### src/logic/pulse_gen_pkg.sv
// Purpose: shared constants and types of the pulse generator group
// Assumes: AXI4-Lite slave with 8-bit byte addresses, 32-bit data
// Notes: four channels, two pairs, one optional 16+16 quad
`default_nettype none
package pulse_gen_pkg;
	// -------------------------------------------------
	// bus carriers
	// -------------------------------------------------
	typedef struct packed {
		logic [7:0] awaddr;
		logic [2:0] awprot;
		logic awvalid;
		logic [31:0] wdata;
		logic [3:0] wstrb;
		logic wvalid;
		logic bready;
		logic [7:0] araddr;
		logic [2:0] arprot;
		logic arvalid;
		logic rready;
	} axil_req_type;
	typedef struct packed {
		logic awready;
		logic wready;
		logic bvalid;
		logic [1:0] bresp;
		logic arready;
		logic rvalid;
		logic [31:0] rdata;
		logic [1:0] rresp;
	} axil_rsp_type;
	// -------------------------------------------------
	// register map and fields
	// -------------------------------------------------
	localparam logic [7:0] CTRL_OFF = 8'h00;
	localparam logic [7:0] RELOAD_OFF = 8'h10;
	localparam logic [7:0] START_OFF = 8'h20;
	localparam logic [7:0] GATE_OFF = 8'h24;
	localparam logic [7:0] STATUS_OFF = 8'h28;
	localparam int CSEL_LSB = 0;
	localparam int FTIM_BIT = 2;
	localparam int IE_BIT = 3;
	localparam int FLAG_BIT = 4;
	localparam int MODE_LSB = 5;
	localparam int TSEL_BIT = 7;
	localparam int HI_LSB = 8;
	localparam logic [1:0] RESP_OKAY = 2'h0;
	localparam logic [1:0] RESP_SLVERR = 2'h2;
	localparam logic [7:0] RELOAD_RST = 8'h00;
	// prescaler terminal counts: 1, 4, 16, 64 clocks per count
	localparam logic [5:0] DIV1_LAST = 6'h00;
	localparam logic [5:0] DIV4_LAST = 6'h03;
	localparam logic [5:0] DIV16_LAST = 6'h0F;
	localparam logic [5:0] DIV64_LAST = 6'h3F;
	typedef enum logic [1:0] {
		MODE_8 = 2'b00,
		MODE_88 = 2'b01,
		MODE_16 = 2'b10,
		MODE_1616 = 2'b11
	} pair_mode_type;
endpackage
`default_nettype wire
### src/logic/pulse_gen_group.sv
// Purpose: four-channel programmable pulse generator with AXI4-Lite
// Assumes: clk_i 50 MHz; gate and timing inputs are asynchronous
// Notes: 16-bit joins use the odd channel's reload as the high byte
`timescale 1ns/1ps
`default_nettype none
module pulse_gen_group (
	input wire logic clk_i,
	input wire logic rst_n_i,
	input wire pulse_gen_pkg::axil_req_type axil_req_i,
	output var pulse_gen_pkg::axil_rsp_type axil_rsp_o,
	input wire logic [3:0] gate_i,
	input wire logic [3:0] timing_gen_i,
	output logic [3:0] pulse_o,
	output logic [3:0] irq_o
);
	import pulse_gen_pkg::*;

	// -------------------------------------------------
	// reset and input synchronisers
	// -------------------------------------------------
	logic rst_s1;
	logic rst_n;
	logic [3:0] gate_s1;
	logic [3:0] gate_s;
	logic [3:0] tgen_s1;
	logic [3:0] tgen_s;

	// reset release passes two flops
	always_ff @(posedge clk_i or negedge rst_n_i)
	begin
		if (!rst_n_i)
		begin
			rst_s1 <= 1'b0;
			rst_n <= 1'b0;
		end
		else
		begin
			rst_s1 <= 1'b1;
			rst_n <= rst_s1;
		end
	end

	// start pins come from other clocks
	always_ff @(posedge clk_i or negedge rst_n)
	begin
		if (!rst_n)
		begin
			gate_s1 <= 4'h0;
			gate_s <= 4'h0;
			tgen_s1 <= 4'h0;
			tgen_s <= 4'h0;
		end
		else
		begin
			gate_s1 <= gate_i;
			gate_s <= gate_s1;
			tgen_s1 <= timing_gen_i;
			tgen_s <= tgen_s1;
		end
	end

	// -------------------------------------------------
	// register slave
	// -------------------------------------------------
	logic aw_full;
	logic w_full;
	logic [7:0] waddr;
	logic [31:0] wdat;
	logic [3:0] wstb;
	logic bvalid;
	logic [1:0] bresp;
	logic rvalid;
	logic [31:0] rdata;
	logic [1:0] rresp;
	logic [31:0] rd_mux;
	logic rd_ok;
	logic wr_go;
	logic wr_ok;
	logic [1:0] widx;

	logic [3:0][1:0] clk_div_sel;
	logic [3:0] flag_timing_select;
	logic [3:0] underflow_irq_enable;
	logic [3:0] underflow_flag;
	logic [3:0][7:0] low_width_reload;
	logic [3:0][7:0] high_width_reload;
	logic [3:0] chan_start_bit;
	logic [1:0][1:0] pair_mode_field;
	logic [1:0] timing_gen_sel;
	logic [1:0] gate_start_sel;
	logic [3:0] pulse;
	logic [3:0] running;
	logic [3:0] uf_set;

	assign axil_rsp_o.awready = !aw_full && !bvalid;
	assign axil_rsp_o.wready = !w_full && !bvalid;
	assign axil_rsp_o.bvalid = bvalid;
	assign axil_rsp_o.bresp = bresp;
	assign axil_rsp_o.arready = !rvalid;
	assign axil_rsp_o.rvalid = rvalid;
	assign axil_rsp_o.rdata = rdata;
	assign axil_rsp_o.rresp = rresp;
	assign wr_go = aw_full && w_full && !bvalid;
	assign widx = waddr[3:2];
	// status is read-only but a write to it is harmless
	assign wr_ok = (waddr[7:5] == 3'h0) || (waddr == START_OFF)
		|| (waddr == GATE_OFF) || (waddr == STATUS_OFF);

	// address and data may arrive in either order
	always_ff @(posedge clk_i or negedge rst_n)
	begin
		if (!rst_n)
		begin
			aw_full <= 1'b0;
			w_full <= 1'b0;
			waddr <= 8'h00;
			wdat <= 32'h0000_0000;
			wstb <= 4'h0;
			bvalid <= 1'b0;
			bresp <= RESP_OKAY;
		end
		else
		begin
			if (axil_req_i.awvalid && axil_rsp_o.awready)
			begin
				aw_full <= 1'b1;
				waddr <= {axil_req_i.awaddr[7:2], 2'b00};
			end
			if (axil_req_i.wvalid && axil_rsp_o.wready)
			begin
				w_full <= 1'b1;
				wdat <= axil_req_i.wdata;
				wstb <= axil_req_i.wstrb;
			end
			if (wr_go)
			begin
				aw_full <= 1'b0;
				w_full <= 1'b0;
				bvalid <= 1'b1;
				bresp <= wr_ok ? RESP_OKAY : RESP_SLVERR;
			end
			else if (bvalid && axil_req_i.bready)
				bvalid <= 1'b0;
		end
	end

	// read data mux, unmapped words answer an error
	always_comb
	begin
		rd_mux = 32'h0000_0000;
		rd_ok = 1'b1;
		if (axil_req_i.araddr[7:4] == CTRL_OFF[7:4])
		begin
			rd_mux[CSEL_LSB +: 2] = clk_div_sel[axil_req_i.araddr[3:2]];
			rd_mux[FTIM_BIT] = flag_timing_select[axil_req_i.araddr[3:2]];
			rd_mux[IE_BIT] = underflow_irq_enable[axil_req_i.araddr[3:2]];
			rd_mux[FLAG_BIT] = underflow_flag[axil_req_i.araddr[3:2]];
			if (!axil_req_i.araddr[2])
			begin
				rd_mux[MODE_LSB +: 2] = pair_mode_field[axil_req_i.araddr[3]];
				rd_mux[TSEL_BIT] = timing_gen_sel[axil_req_i.araddr[3]];
			end
		end
		else if (axil_req_i.araddr[7:4] == RELOAD_OFF[7:4])
		begin
			rd_mux[7:0] = low_width_reload[axil_req_i.araddr[3:2]];
			rd_mux[HI_LSB +: 8] = high_width_reload[axil_req_i.araddr[3:2]];
		end
		else if (axil_req_i.araddr[7:2] == START_OFF[7:2])
			rd_mux[3:0] = chan_start_bit;
		else if (axil_req_i.araddr[7:2] == GATE_OFF[7:2])
			rd_mux[1:0] = gate_start_sel;
		else if (axil_req_i.araddr[7:2] == STATUS_OFF[7:2])
			rd_mux[7:0] = {running, pulse};
		else
			rd_ok = 1'b0;
	end

	// read answers one cycle after the address is taken
	always_ff @(posedge clk_i or negedge rst_n)
	begin
		if (!rst_n)
		begin
			rvalid <= 1'b0;
			rdata <= 32'h0000_0000;
			rresp <= RESP_OKAY;
		end
		else if (axil_req_i.arvalid && !rvalid)
		begin
			rvalid <= 1'b1;
			rdata <= rd_mux;
			rresp <= rd_ok ? RESP_OKAY : RESP_SLVERR;
		end
		else if (rvalid && axil_req_i.rready)
			rvalid <= 1'b0;
	end

	// configuration writes; mode and timing select live on even words
	always_ff @(posedge clk_i or negedge rst_n)
	begin
		if (!rst_n)
		begin
			clk_div_sel <= '0;
			flag_timing_select <= 4'h0;
			underflow_irq_enable <= 4'h0;
			low_width_reload <= {4{RELOAD_RST}};
			high_width_reload <= {4{RELOAD_RST}};
			chan_start_bit <= 4'h0;
			pair_mode_field <= '0;
			timing_gen_sel <= 2'h0;
			gate_start_sel <= 2'h0;
		end
		else if (wr_go)
		begin
			if (waddr[7:4] == CTRL_OFF[7:4] && wstb[0])
			begin
				clk_div_sel[widx] <= wdat[CSEL_LSB +: 2];
				flag_timing_select[widx] <= wdat[FTIM_BIT];
				underflow_irq_enable[widx] <= wdat[IE_BIT];
				if (!widx[0])
				begin
					pair_mode_field[widx[1]] <= wdat[MODE_LSB +: 2];
					timing_gen_sel[widx[1]] <= wdat[TSEL_BIT];
				end
			end
			if (waddr[7:4] == RELOAD_OFF[7:4])
			begin
				// widths may change while running
				if (wstb[0])
					low_width_reload[widx] <= wdat[7:0];
				if (wstb[1])
					high_width_reload[widx] <= wdat[HI_LSB +: 8];
			end
			if (waddr == START_OFF && wstb[0])
				chan_start_bit <= wdat[3:0];
			if (waddr == GATE_OFF && wstb[0])
				gate_start_sel <= wdat[1:0];
		end
	end

	// flag: hardware set beats a same-cycle clearing write
	always_ff @(posedge clk_i or negedge rst_n)
	begin
		if (!rst_n)
			underflow_flag <= 4'h0;
		else
			for (int i = 0; i < 4; i++)
			begin
				if (uf_set[i])
					underflow_flag[i] <= 1'b1;
				else if (wr_go && waddr[7:4] == CTRL_OFF[7:4]
					&& widx == i[1:0] && wstb[0] && !wdat[FLAG_BIT])
					underflow_flag[i] <= 1'b0;
			end
	end

	assign irq_o = underflow_flag & underflow_irq_enable;
	assign pulse_o = pulse;

	// -------------------------------------------------
	// pair modes and channel engines
	// -------------------------------------------------
	pair_mode_type pmode [2];
	logic quad;
	logic [3:0] pulse_d;
	logic [3:0] edge_seen;

	// 11 on both pairs is the quad; 11 alone falls back to 8-bit
	assign quad = pair_mode_field[0] == 2'b11
		&& pair_mode_field[1] == 2'b11;
	always_comb
	begin
		for (int p = 0; p < 2; p++)
		begin
			case (pair_mode_field[p])
				2'b00: pmode[p] = MODE_8;
				2'b01: pmode[p] = MODE_88;
				2'b10: pmode[p] = MODE_16;
				2'b11: pmode[p] = quad ? MODE_1616 : MODE_8;
				default: pmode[p] = MODE_8;
			endcase
		end
	end

	// previous output levels, for both-edge counting
	always_ff @(posedge clk_i or negedge rst_n)
	begin
		if (!rst_n)
			pulse_d <= 4'h0;
		else
			pulse_d <= pulse;
	end
	assign edge_seen = pulse ^ pulse_d;

	for (genvar c = 0; c < 4; c++)
	begin : g_ch
		localparam int B = c - (c % 2);
		localparam int SP = (c % 2 == 0) ? c + 1 : c;
		localparam int P = c / 2;
		logic joined;
		logic outside;
		logic start;
		logic tick;
		logic [1:0] sel;
		logic [5:0] lim;
		logic [5:0] pre;
		logic [15:0] cnt;
		logic [15:0] hbuf;
		logic [15:0] lo_w;
		logic [15:0] hi_w;

		assign joined = pmode[P] == MODE_16 || pmode[P] == MODE_1616;
		assign outside = (pmode[P] == MODE_88 && c % 2 == 0)
			|| (pmode[P] == MODE_1616 && c < 2);
		// joined pairs run on the even divider so both stay in step
		assign sel = joined ? clk_div_sel[B] : clk_div_sel[c];
		assign lo_w = joined
			? {low_width_reload[B+1], low_width_reload[B]}
			: {8'h00, low_width_reload[c]};
		assign hi_w = joined
			? {high_width_reload[B+1], high_width_reload[B]}
			: {8'h00, high_width_reload[c]};

		// divider terminal count
		always_comb
		begin
			case (sel)
				2'b00: lim = DIV1_LAST;
				2'b01: lim = DIV4_LAST;
				2'b10: lim = DIV16_LAST;
				2'b11: lim = DIV64_LAST;
				default: lim = DIV1_LAST;
			endcase
		end

		// output side ignores its divider
		assign tick = outside
			? (pmode[P] == MODE_1616 ? edge_seen[2] : edge_seen[SP])
			: (pre == lim);

		// start source; chained modes take the start bit only
		always_comb
		begin
			start = chan_start_bit[c];
			if (pmode[P] == MODE_8 || pmode[P] == MODE_16)
			begin
				if (pmode[P] == MODE_16 || c % 2 == 0)
				begin
					if (timing_gen_sel[P])
						start = tgen_s[c];
					else if (gate_start_sel[P])
						start = gate_s[c];
				end
			end
		end

		// underflow ends a phase; flag per timing select
		assign uf_set[c] = running[c] && start && tick && cnt == 16'h0000
			&& (!flag_timing_select[c] || pulse[c]);

		// phase counter: low from reload, high from buffer
		always_ff @(posedge clk_i or negedge rst_n)
		begin
			if (!rst_n)
			begin
				running[c] <= 1'b0;
				pulse[c] <= 1'b0;
				pre <= 6'h00;
				cnt <= 16'h0000;
				hbuf <= 16'h0000;
			end
			else
			begin
				running[c] <= start;
				if (!start)
				begin
					pulse[c] <= 1'b0;
					pre <= 6'h00;
				end
				else if (!running[c])
				begin
					pulse[c] <= 1'b0;
					pre <= 6'h00;
					cnt <= lo_w;
					hbuf <= hi_w;
				end
				else
				begin
					pre <= (pre == lim) ? 6'h00 : pre + 6'h01;
					if (tick && cnt == 16'h0000)
					begin
						pulse[c] <= !pulse[c];
						cnt <= pulse[c] ? lo_w : hbuf;
						if (pulse[c])
							hbuf <= hi_w;
					end
					else if (tick)
						cnt <= cnt - 16'h0001;
				end
			end
		end
	end
endmodule // pulse_gen_group
`default_nettype wire

### config.mk
export PLATFORM = sky130hd
export DESIGN_NAME = pulse_gen_group
export DESIGN_NICKNAME = d
export VERILOG_FILES = /design/src/logic/pulse_gen_pkg.sv /design/src/logic/pulse_gen_group.sv
export SDC_FILE = /design/constraint.sdc
export NUM_CORES = 1
export LEC_CHECK = 0
export BUFFER_PORTS_ARGS = -buffer_cell sky130_fd_sc_hd__buf_2
export CORE_MARGIN = 3
export CORE_UTILIZATION = 49
export CTS_CLUSTER_SIZE = 40
export DETAILED_ROUTE_END_ITERATION = 8
export PLACE_DENSITY = 0.72
export SLEW_MARGIN = 10
export SYNTH_ARGS = -nofsm -noshare
export SYNTH_HDL_FRONTEND = slang
export SYNTH_SLANG_ARGS = --single-unit
### constraint.sdc
create_clock -name clk_i -period 12.1 [get_ports clk_i]
set_input_delay 3.63 -clock clk_i [delete_from_list [all_inputs] [get_ports clk_i]]
set_output_delay 3.63 -clock clk_i [all_outputs]
set_load 0.01 [all_outputs]
== After elaboration in Yosys (flattened, before gate mapping) ==
Cells that the tools add are included.
W data, S select, Z words.

* Add/subtract/negate cells: 8
* $lt $le $gt $ge: 6
* Equal/unequal tests: 55
* Mux-type cells: 154
* Bitwise gates (word level): 3
* Reduce and logical (&&, ||, !) cells: 111

{| class="wikitable"
|+ Operator list
! operator !! number
|-
| $mux W16 || 36
|-
| $pmux W6 S4 || 4
|-
| $mux W6 || 13
|-
| $bwmux W32 || 2
|-
| $logic_not A16 Y1 || 4
|-
| $mux W8 || 8
|-
| $sub A16 B1 Y16 const B || 4
|-
| $mux W1 || 59
|-
| $logic_and A1 B1 Y1 || 48
|-
| $eq A2 B2 Y1 const B || 18
|-
| $eq A6 B4 Y1 const B || 6
|-
| $bmux W8 S2 || 2
|-
| $add A6 B1 Y6 const B || 4
|-
| $eq A6 B6 Y1 || 4
|-
| $mux W2 || 11
|-
| $reduce_and A3 Y1 || 7
|-
| $eq A2 B1 Y1 const B || 9
|-
| $logic_not A2 Y1 || 9
|-
| $demux W8 S2 || 1
|-
| $pmux W2 S4 || 2
|-
| $reduce_bool A2 Y1 || 8
|-
| $reduce_and A2 Y1 || 7
|-
| $logic_not A1 Y1 || 13
|-
| $bwmux W4 || 3
|-
| 25 further kinds || 55
|}

* Flip-flop bits (word level): 326
* Input port bits: 73
* Output and inout port bits: 49
* Logic and storage cells: 397

== Logic depth before layout (Yosys ltp) ==
* Depth after elaboration: 15
* Depth in mapped cells: 11
* Depth with buffers taken out: 9

== Worst setup path after synthesis ==
OpenSTA, ideal clock, no wires.

* Kind: in2reg
* Start: in axil_req_i[7] (netlist name)
* End: reg rdata[12]
* Library setup time: 0.131 ns
* Arrival time: 5.468 ns
* Data required time: 11.969 ns
* Slack: 6.500 ns
* Stages: 6
* Path buffers: 3
* Cells stage by stage: clkbuf_1 > buf_2 > clkbuf_1 > mux4_2 > inv_1 > o21ai_0

* Cells in the longest elaborated chain, start to end: 4

{| class="wikitable"
|+ Ends and longest elaborated chain
! element !! line !! text
|-
| start, declared || pulse_gen_group.sv:9 || <nowiki>input wire pulse_gen_pkg::axil_req_type axil_req_i,</nowiki>
|-
| $bmux W8 S2 || pulse_gen_group.sv:167 || <nowiki>rd_mux[HI_LSB +: 8] = high_width_reload[axil_req_i.araddr[3:2]];</nowiki>
|-
| $mux W8 (implied by the code) || pulse_gen_group.sv:167 ||
|-
| $mux W8 || pulse_gen_group.sv:164 || <nowiki>else if (axil_req_i.araddr[7:4] == RELOAD_OFF[7:4])</nowiki>
|-
| $mux W8 || pulse_gen_group.sv:152 || <nowiki>if (axil_req_i.araddr[7:4] == CTRL_OFF[7:4])</nowiki>
|-
| end signal, assigned || pulse_gen_group.sv:191 || <nowiki>rdata <= rd_mux;</nowiki>
|-
| end, declared || pulse_gen_group.sv:73 || <nowiki>logic [31:0] rdata;</nowiki>
|}

Every way passes these cells. The select of a mux whose other input is x is not followed.
A chain may end at the register's enable or synchronous reset.

== Worst setup path in the final report ==
* Start: reg pulse[0], in the netlist pulse_o[0]
* End: out pulse_o[0]

{| class="wikitable"
|+ RTL lines
! element !! line !! text
|-
| start, declared || pulse_gen_group.sv:91 || <nowiki>logic [3:0] pulse;</nowiki>
|-
| start signal, assigned by index || pulse_gen_group.sv:392 || <nowiki>pulse[c] <= !pulse[c];</nowiki>
|-
| end, declared || pulse_gen_group.sv:13 || <nowiki>output logic [3:0] pulse_o,</nowiki>
|}

No word-level cell between the ends.

==> metrics.log <==
INFO  metric rr_startpoint = pair_mode_field[1]
INFO  metric i_o_pins = 122
INFO  metric yosys_most_used_dff = sky130_fd_sc_hd__dfrtp_1
INFO  metric grt_max_degree = 180
INFO  metric cts_hold_buf = 0
INFO  metric vias = 13486
INFO  metric detailedPlacementHpwl = 33070 um
INFO  metric post-synth-top-count-cell = sky130_fd_sc_hd__dfrtp_1
INFO  metric synthesized_cell_area = 0.01716 mm^2
INFO  metric fin_area = 0.01899 mm^2
INFO  metric swShare = 0.3913
INFO  metric tritonroute_pass_1_iters = 5
INFO  metric grt_first_pass_wirelength = 74670 um
INFO  metric asyncSetResetFlopFracSynth = 1.000
INFO  metric p_comb_frac = 0.343
INFO  metric tns = 0 ns
INFO  metric first_global_vias = 13153
INFO  metric finish.net_count = 1824
INFO  metric critical_path_cell_by_cell = buf_2
INFO  metric power.switching = 0.001742 W
INFO  metric path_class = flip-flop to output port
INFO  metric rr_worst_depth = 7
INFO  metric final_routed_wire_length_divided_by_cell_count = 21.41 um
INFO  metric ys_seq_area_frac = 0.4711
INFO  metric ctsRootBufferMaster = sky130_fd_sc_hd__clkbuf_16
INFO  metric critPathSlowestCell = sky130_fd_sc_hd__dfrtp_1
INFO  metric post_synth.cell_area_avg = 10.10 um^2
INFO  metric setup.worst_path.end_class = output port
INFO  metric inst_count_dp = 2149
INFO  metric ys_top_cells_by_count = sky130_fd_sc_hd__dfrtp_1, sky130_fd_sc_hd__nand2_1, sky130_fd_sc_hd__nor2_1, sky130_fd_sc_hd__mux2_2, sky130_fd_sc_hd__o21ai_0
INFO  metric initial_core_util = 0.5041
INFO  metric cpPeakStageDelay = 0.82 ns
INFO  metric cts_resized = 0
INFO  metric gr-total-overflow = 0
INFO  metric floorplan.die.width = 193.1 um
INFO  metric rsz0062_at_grt = false
INFO  metric post-synth-top-area-cell = sky130_fd_sc_hd__dfrtp_1
INFO  metric placement.io_buffers = 75
INFO  metric report.final.slew_viol_count = 0
INFO  metric placement.cell_area = 0.01775 mm^2
INFO  metric rows = 67
INFO  metric htree_num_levels = 2
INFO  metric cts_setup_buffers = 0
INFO  metric synth.lib_cells_used.distinct = 95
INFO  metric critPathMaxFanout = 16
INFO  metric die-area = 0.03730 mm^2
INFO  metric core = 0.03404 mm^2
INFO  metric status = finished, final reports clean
INFO  metric timing.max_cap.violations = 0
INFO  metric max_freq = 191.6 MHz
INFO  metric sequential_cell_area = 0.008087 mm^2
INFO  metric worst_slew_margin_rel = 0.2602
INFO  metric area_growth_syn_to_layout = 10.68%
INFO  metric fill_cells = 2956
INFO  metric finalHoldViolCount = 0
INFO  metric post-route-period-util = 0.4314
INFO  metric worst_slew_pin_slew = 1.107 ns
INFO  metric r2r_slack = 8.33 ns
INFO  metric layout_min_cycle_time = 5.220 ns
INFO  metric area_of_combinational_cells_with_multiple_inputs = 0.008372 mm^2
INFO  metric global_routing_usage_summed_across_all_routing_layers = 0.2555
INFO  metric power_per_cell_area = 234.5 mW/mm^2
INFO  metric critical_path.startpoint = pulse_o[0]
INFO  metric clk_network_pwr_share = 0.257
INFO  metric timing.hold.worst.class = flip-flop to asynchronous set/reset pin
INFO  metric synth_edf_count = 0
INFO  metric numCtsBuffers = 36
INFO  metric post_route_cells_drive_above_1_share = 0.1988
INFO  metric post_layout_nonfiller_instances = 2210
INFO  metric route.detailed.drc = 0
INFO  metric fin_skew = 0.01462 ns
INFO  metric regToRegEndpoint = g_ch[3].cnt[6]
INFO  metric route.antenna.remaining_nets = 0
INFO  metric irDropWorstVdd = 0.0001447 V
INFO  metric cts_buffer_depth = 3
INFO  metric p_int = 0.002710 W
INFO  metric cts.sink_count = 323
INFO  metric first_iter_violations = 1180
INFO  metric cts.clk_slew.worst_paths = 0.06 ns
INFO  metric timing.critical_path.arrival = 1.59 ns
INFO  metric gpl.final_weighted_congestion = 0.9048
INFO  metric cts_tree = built
INFO  metric insertion_delay = 0.52 ns
INFO  metric wl = 47320 um
INFO  metric post_synth_main_area_contributors = sky130_fd_sc_hd__dfrtp_1, sky130_fd_sc_hd__mux2_2, sky130_fd_sc_hd__nand2_1
INFO  metric synth_top_area_frac = 0.4711
INFO  metric worst_setup_path_endpoint = pulse_o[0]
INFO  metric worst_setup_path_start_kind = flip-flop
INFO  metric via_per_inst = 6.102
INFO  metric yosys_register_bits = 323
INFO  metric worst-path-buf-inv = 1
INFO  metric yosysWarningCount = 0
INFO  metric finalSetupViolations = 0
INFO  metric worst-path-stages = 1
INFO  metric chipHeight = 193.1 um
INFO  metric power.leakage = 8.525 nW
INFO  metric antenna_found_initial = 1
INFO  metric cp_top_family = flip-flops
INFO  metric fin_total_pwr = 0.004453 W
INFO  metric cp.required = 8.47 ns
INFO  metric final_core_utilization = 0.5579
INFO  metric power_frac_seq = 0.400
INFO  metric syn-instance-count = 1699
[routing by layer]
metal / GRT usage / vias up / routed length, um
met1: 0.3643 / 6738 / 20570
met2: 0.3953 / 575 / 21360
met3: 0.04357 / 95 / 3581
met4: 0.09235 / 0 / 1802
met5: 0 / - / 0
li1: - / 6078 / -
[stage by stage]
| stage | worst slack, ns | hold WS (ns) |
|---|---|---|
| after CTS | 6.904 | 0.2582 |
| final | 6.880 | 0.2463 |
| after global placement | 6.370 | 0.2562 |
| after floorplan | 2.431 | 0.3312 |
| after global routing | 6.741 | 0.2753 |
| after detailed placement | 6.373 | 0.2592 |
[area by class of cell]
cell class                      instances  area share
Multi-Input combinational cell       1226      0.4409
Sequential cell                       323      0.4259
Clock buffer                           45     0.05403
Tap cell                              448     0.02952
Timing Repair Buffer                   92     0.02715
Inverter                               60     0.01186
Clock inverter                         15     0.01054
Antenna cell                            1   0.0001318
[worst min path at each step]
stage                     cells past startpoint         to  startpoint  slack (ns)
after floorplan                               0  gate_s[0]  gate_s1[0]        0.33
after global placement                        0   wdat[14]       rst_n        0.26
after detailed placement                      0   wdat[14]       rst_n        0.26
after CTS                                     0   wdat[15]       rst_n        0.26
after global routing                          0   wdat[15]       rst_n        0.28
final                                         0   wdat[12]       rst_n        0.25
[kinds of logic after synthesis]
kind of cell	count (synthesis)	synth area share
AND/OR/NAND/NOR	580	0.1620
AO/OA/AOI/OAI	341	0.1302
flip-flops	323	0.4711
multiplexers	209	0.1480
buffers and inverters	167	0.04631
XOR/XNOR	65	0.03318
adder cells (fa/ha/maj)	12	0.008751
other	2	0.0004377
[flip-flops by register name (all words and copies together), names as in the netlist, 6 cells and up]
signal	flops
waddr	6
wdat	16
low_width_reload	32
g_ch.cnt	64
g_ch.hbuf	64
high_width_reload	32
g_ch.pre	24
rdata	16
[cells in the final DEF, fill, tap and decap left out, drive strengths merged, types with 32 or more instances in the layout]
| master | n |
|---|---|
| dfrtp | 323 |
| nand2 | 207 |
| nor2 | 142 |
| mux2 | 142 |
| o21ai | 128 |
| buf | 92 |
| a21oi | 64 |
| inv | 59 |
| nor3 | 54 |
| mux2i | 46 |
| clkbuf | 45 |
| nand3 | 43 |
| o211ai | 36 |
| xor2 | 33 |
| xnor2 | 32 |
[power by group through the flow]
stage / Combinational [W] / Sequential, W / Clock, W
2_1_floorplan: 0.00123 / 0.00159 / 0
3_3_place_gp: 0.00146 / 0.00176 / 0
3_5_place_dp: 0.00150 / 0.00178 / 0
4_1_cts: 0.00151 / 0.00176 / 0.00116
5_1_grt: 0.00169 / 0.00181 / 0.00121
6_report: 0.00153 / 0.00178 / 0.00115
Power figures use the tool's default switching activity.
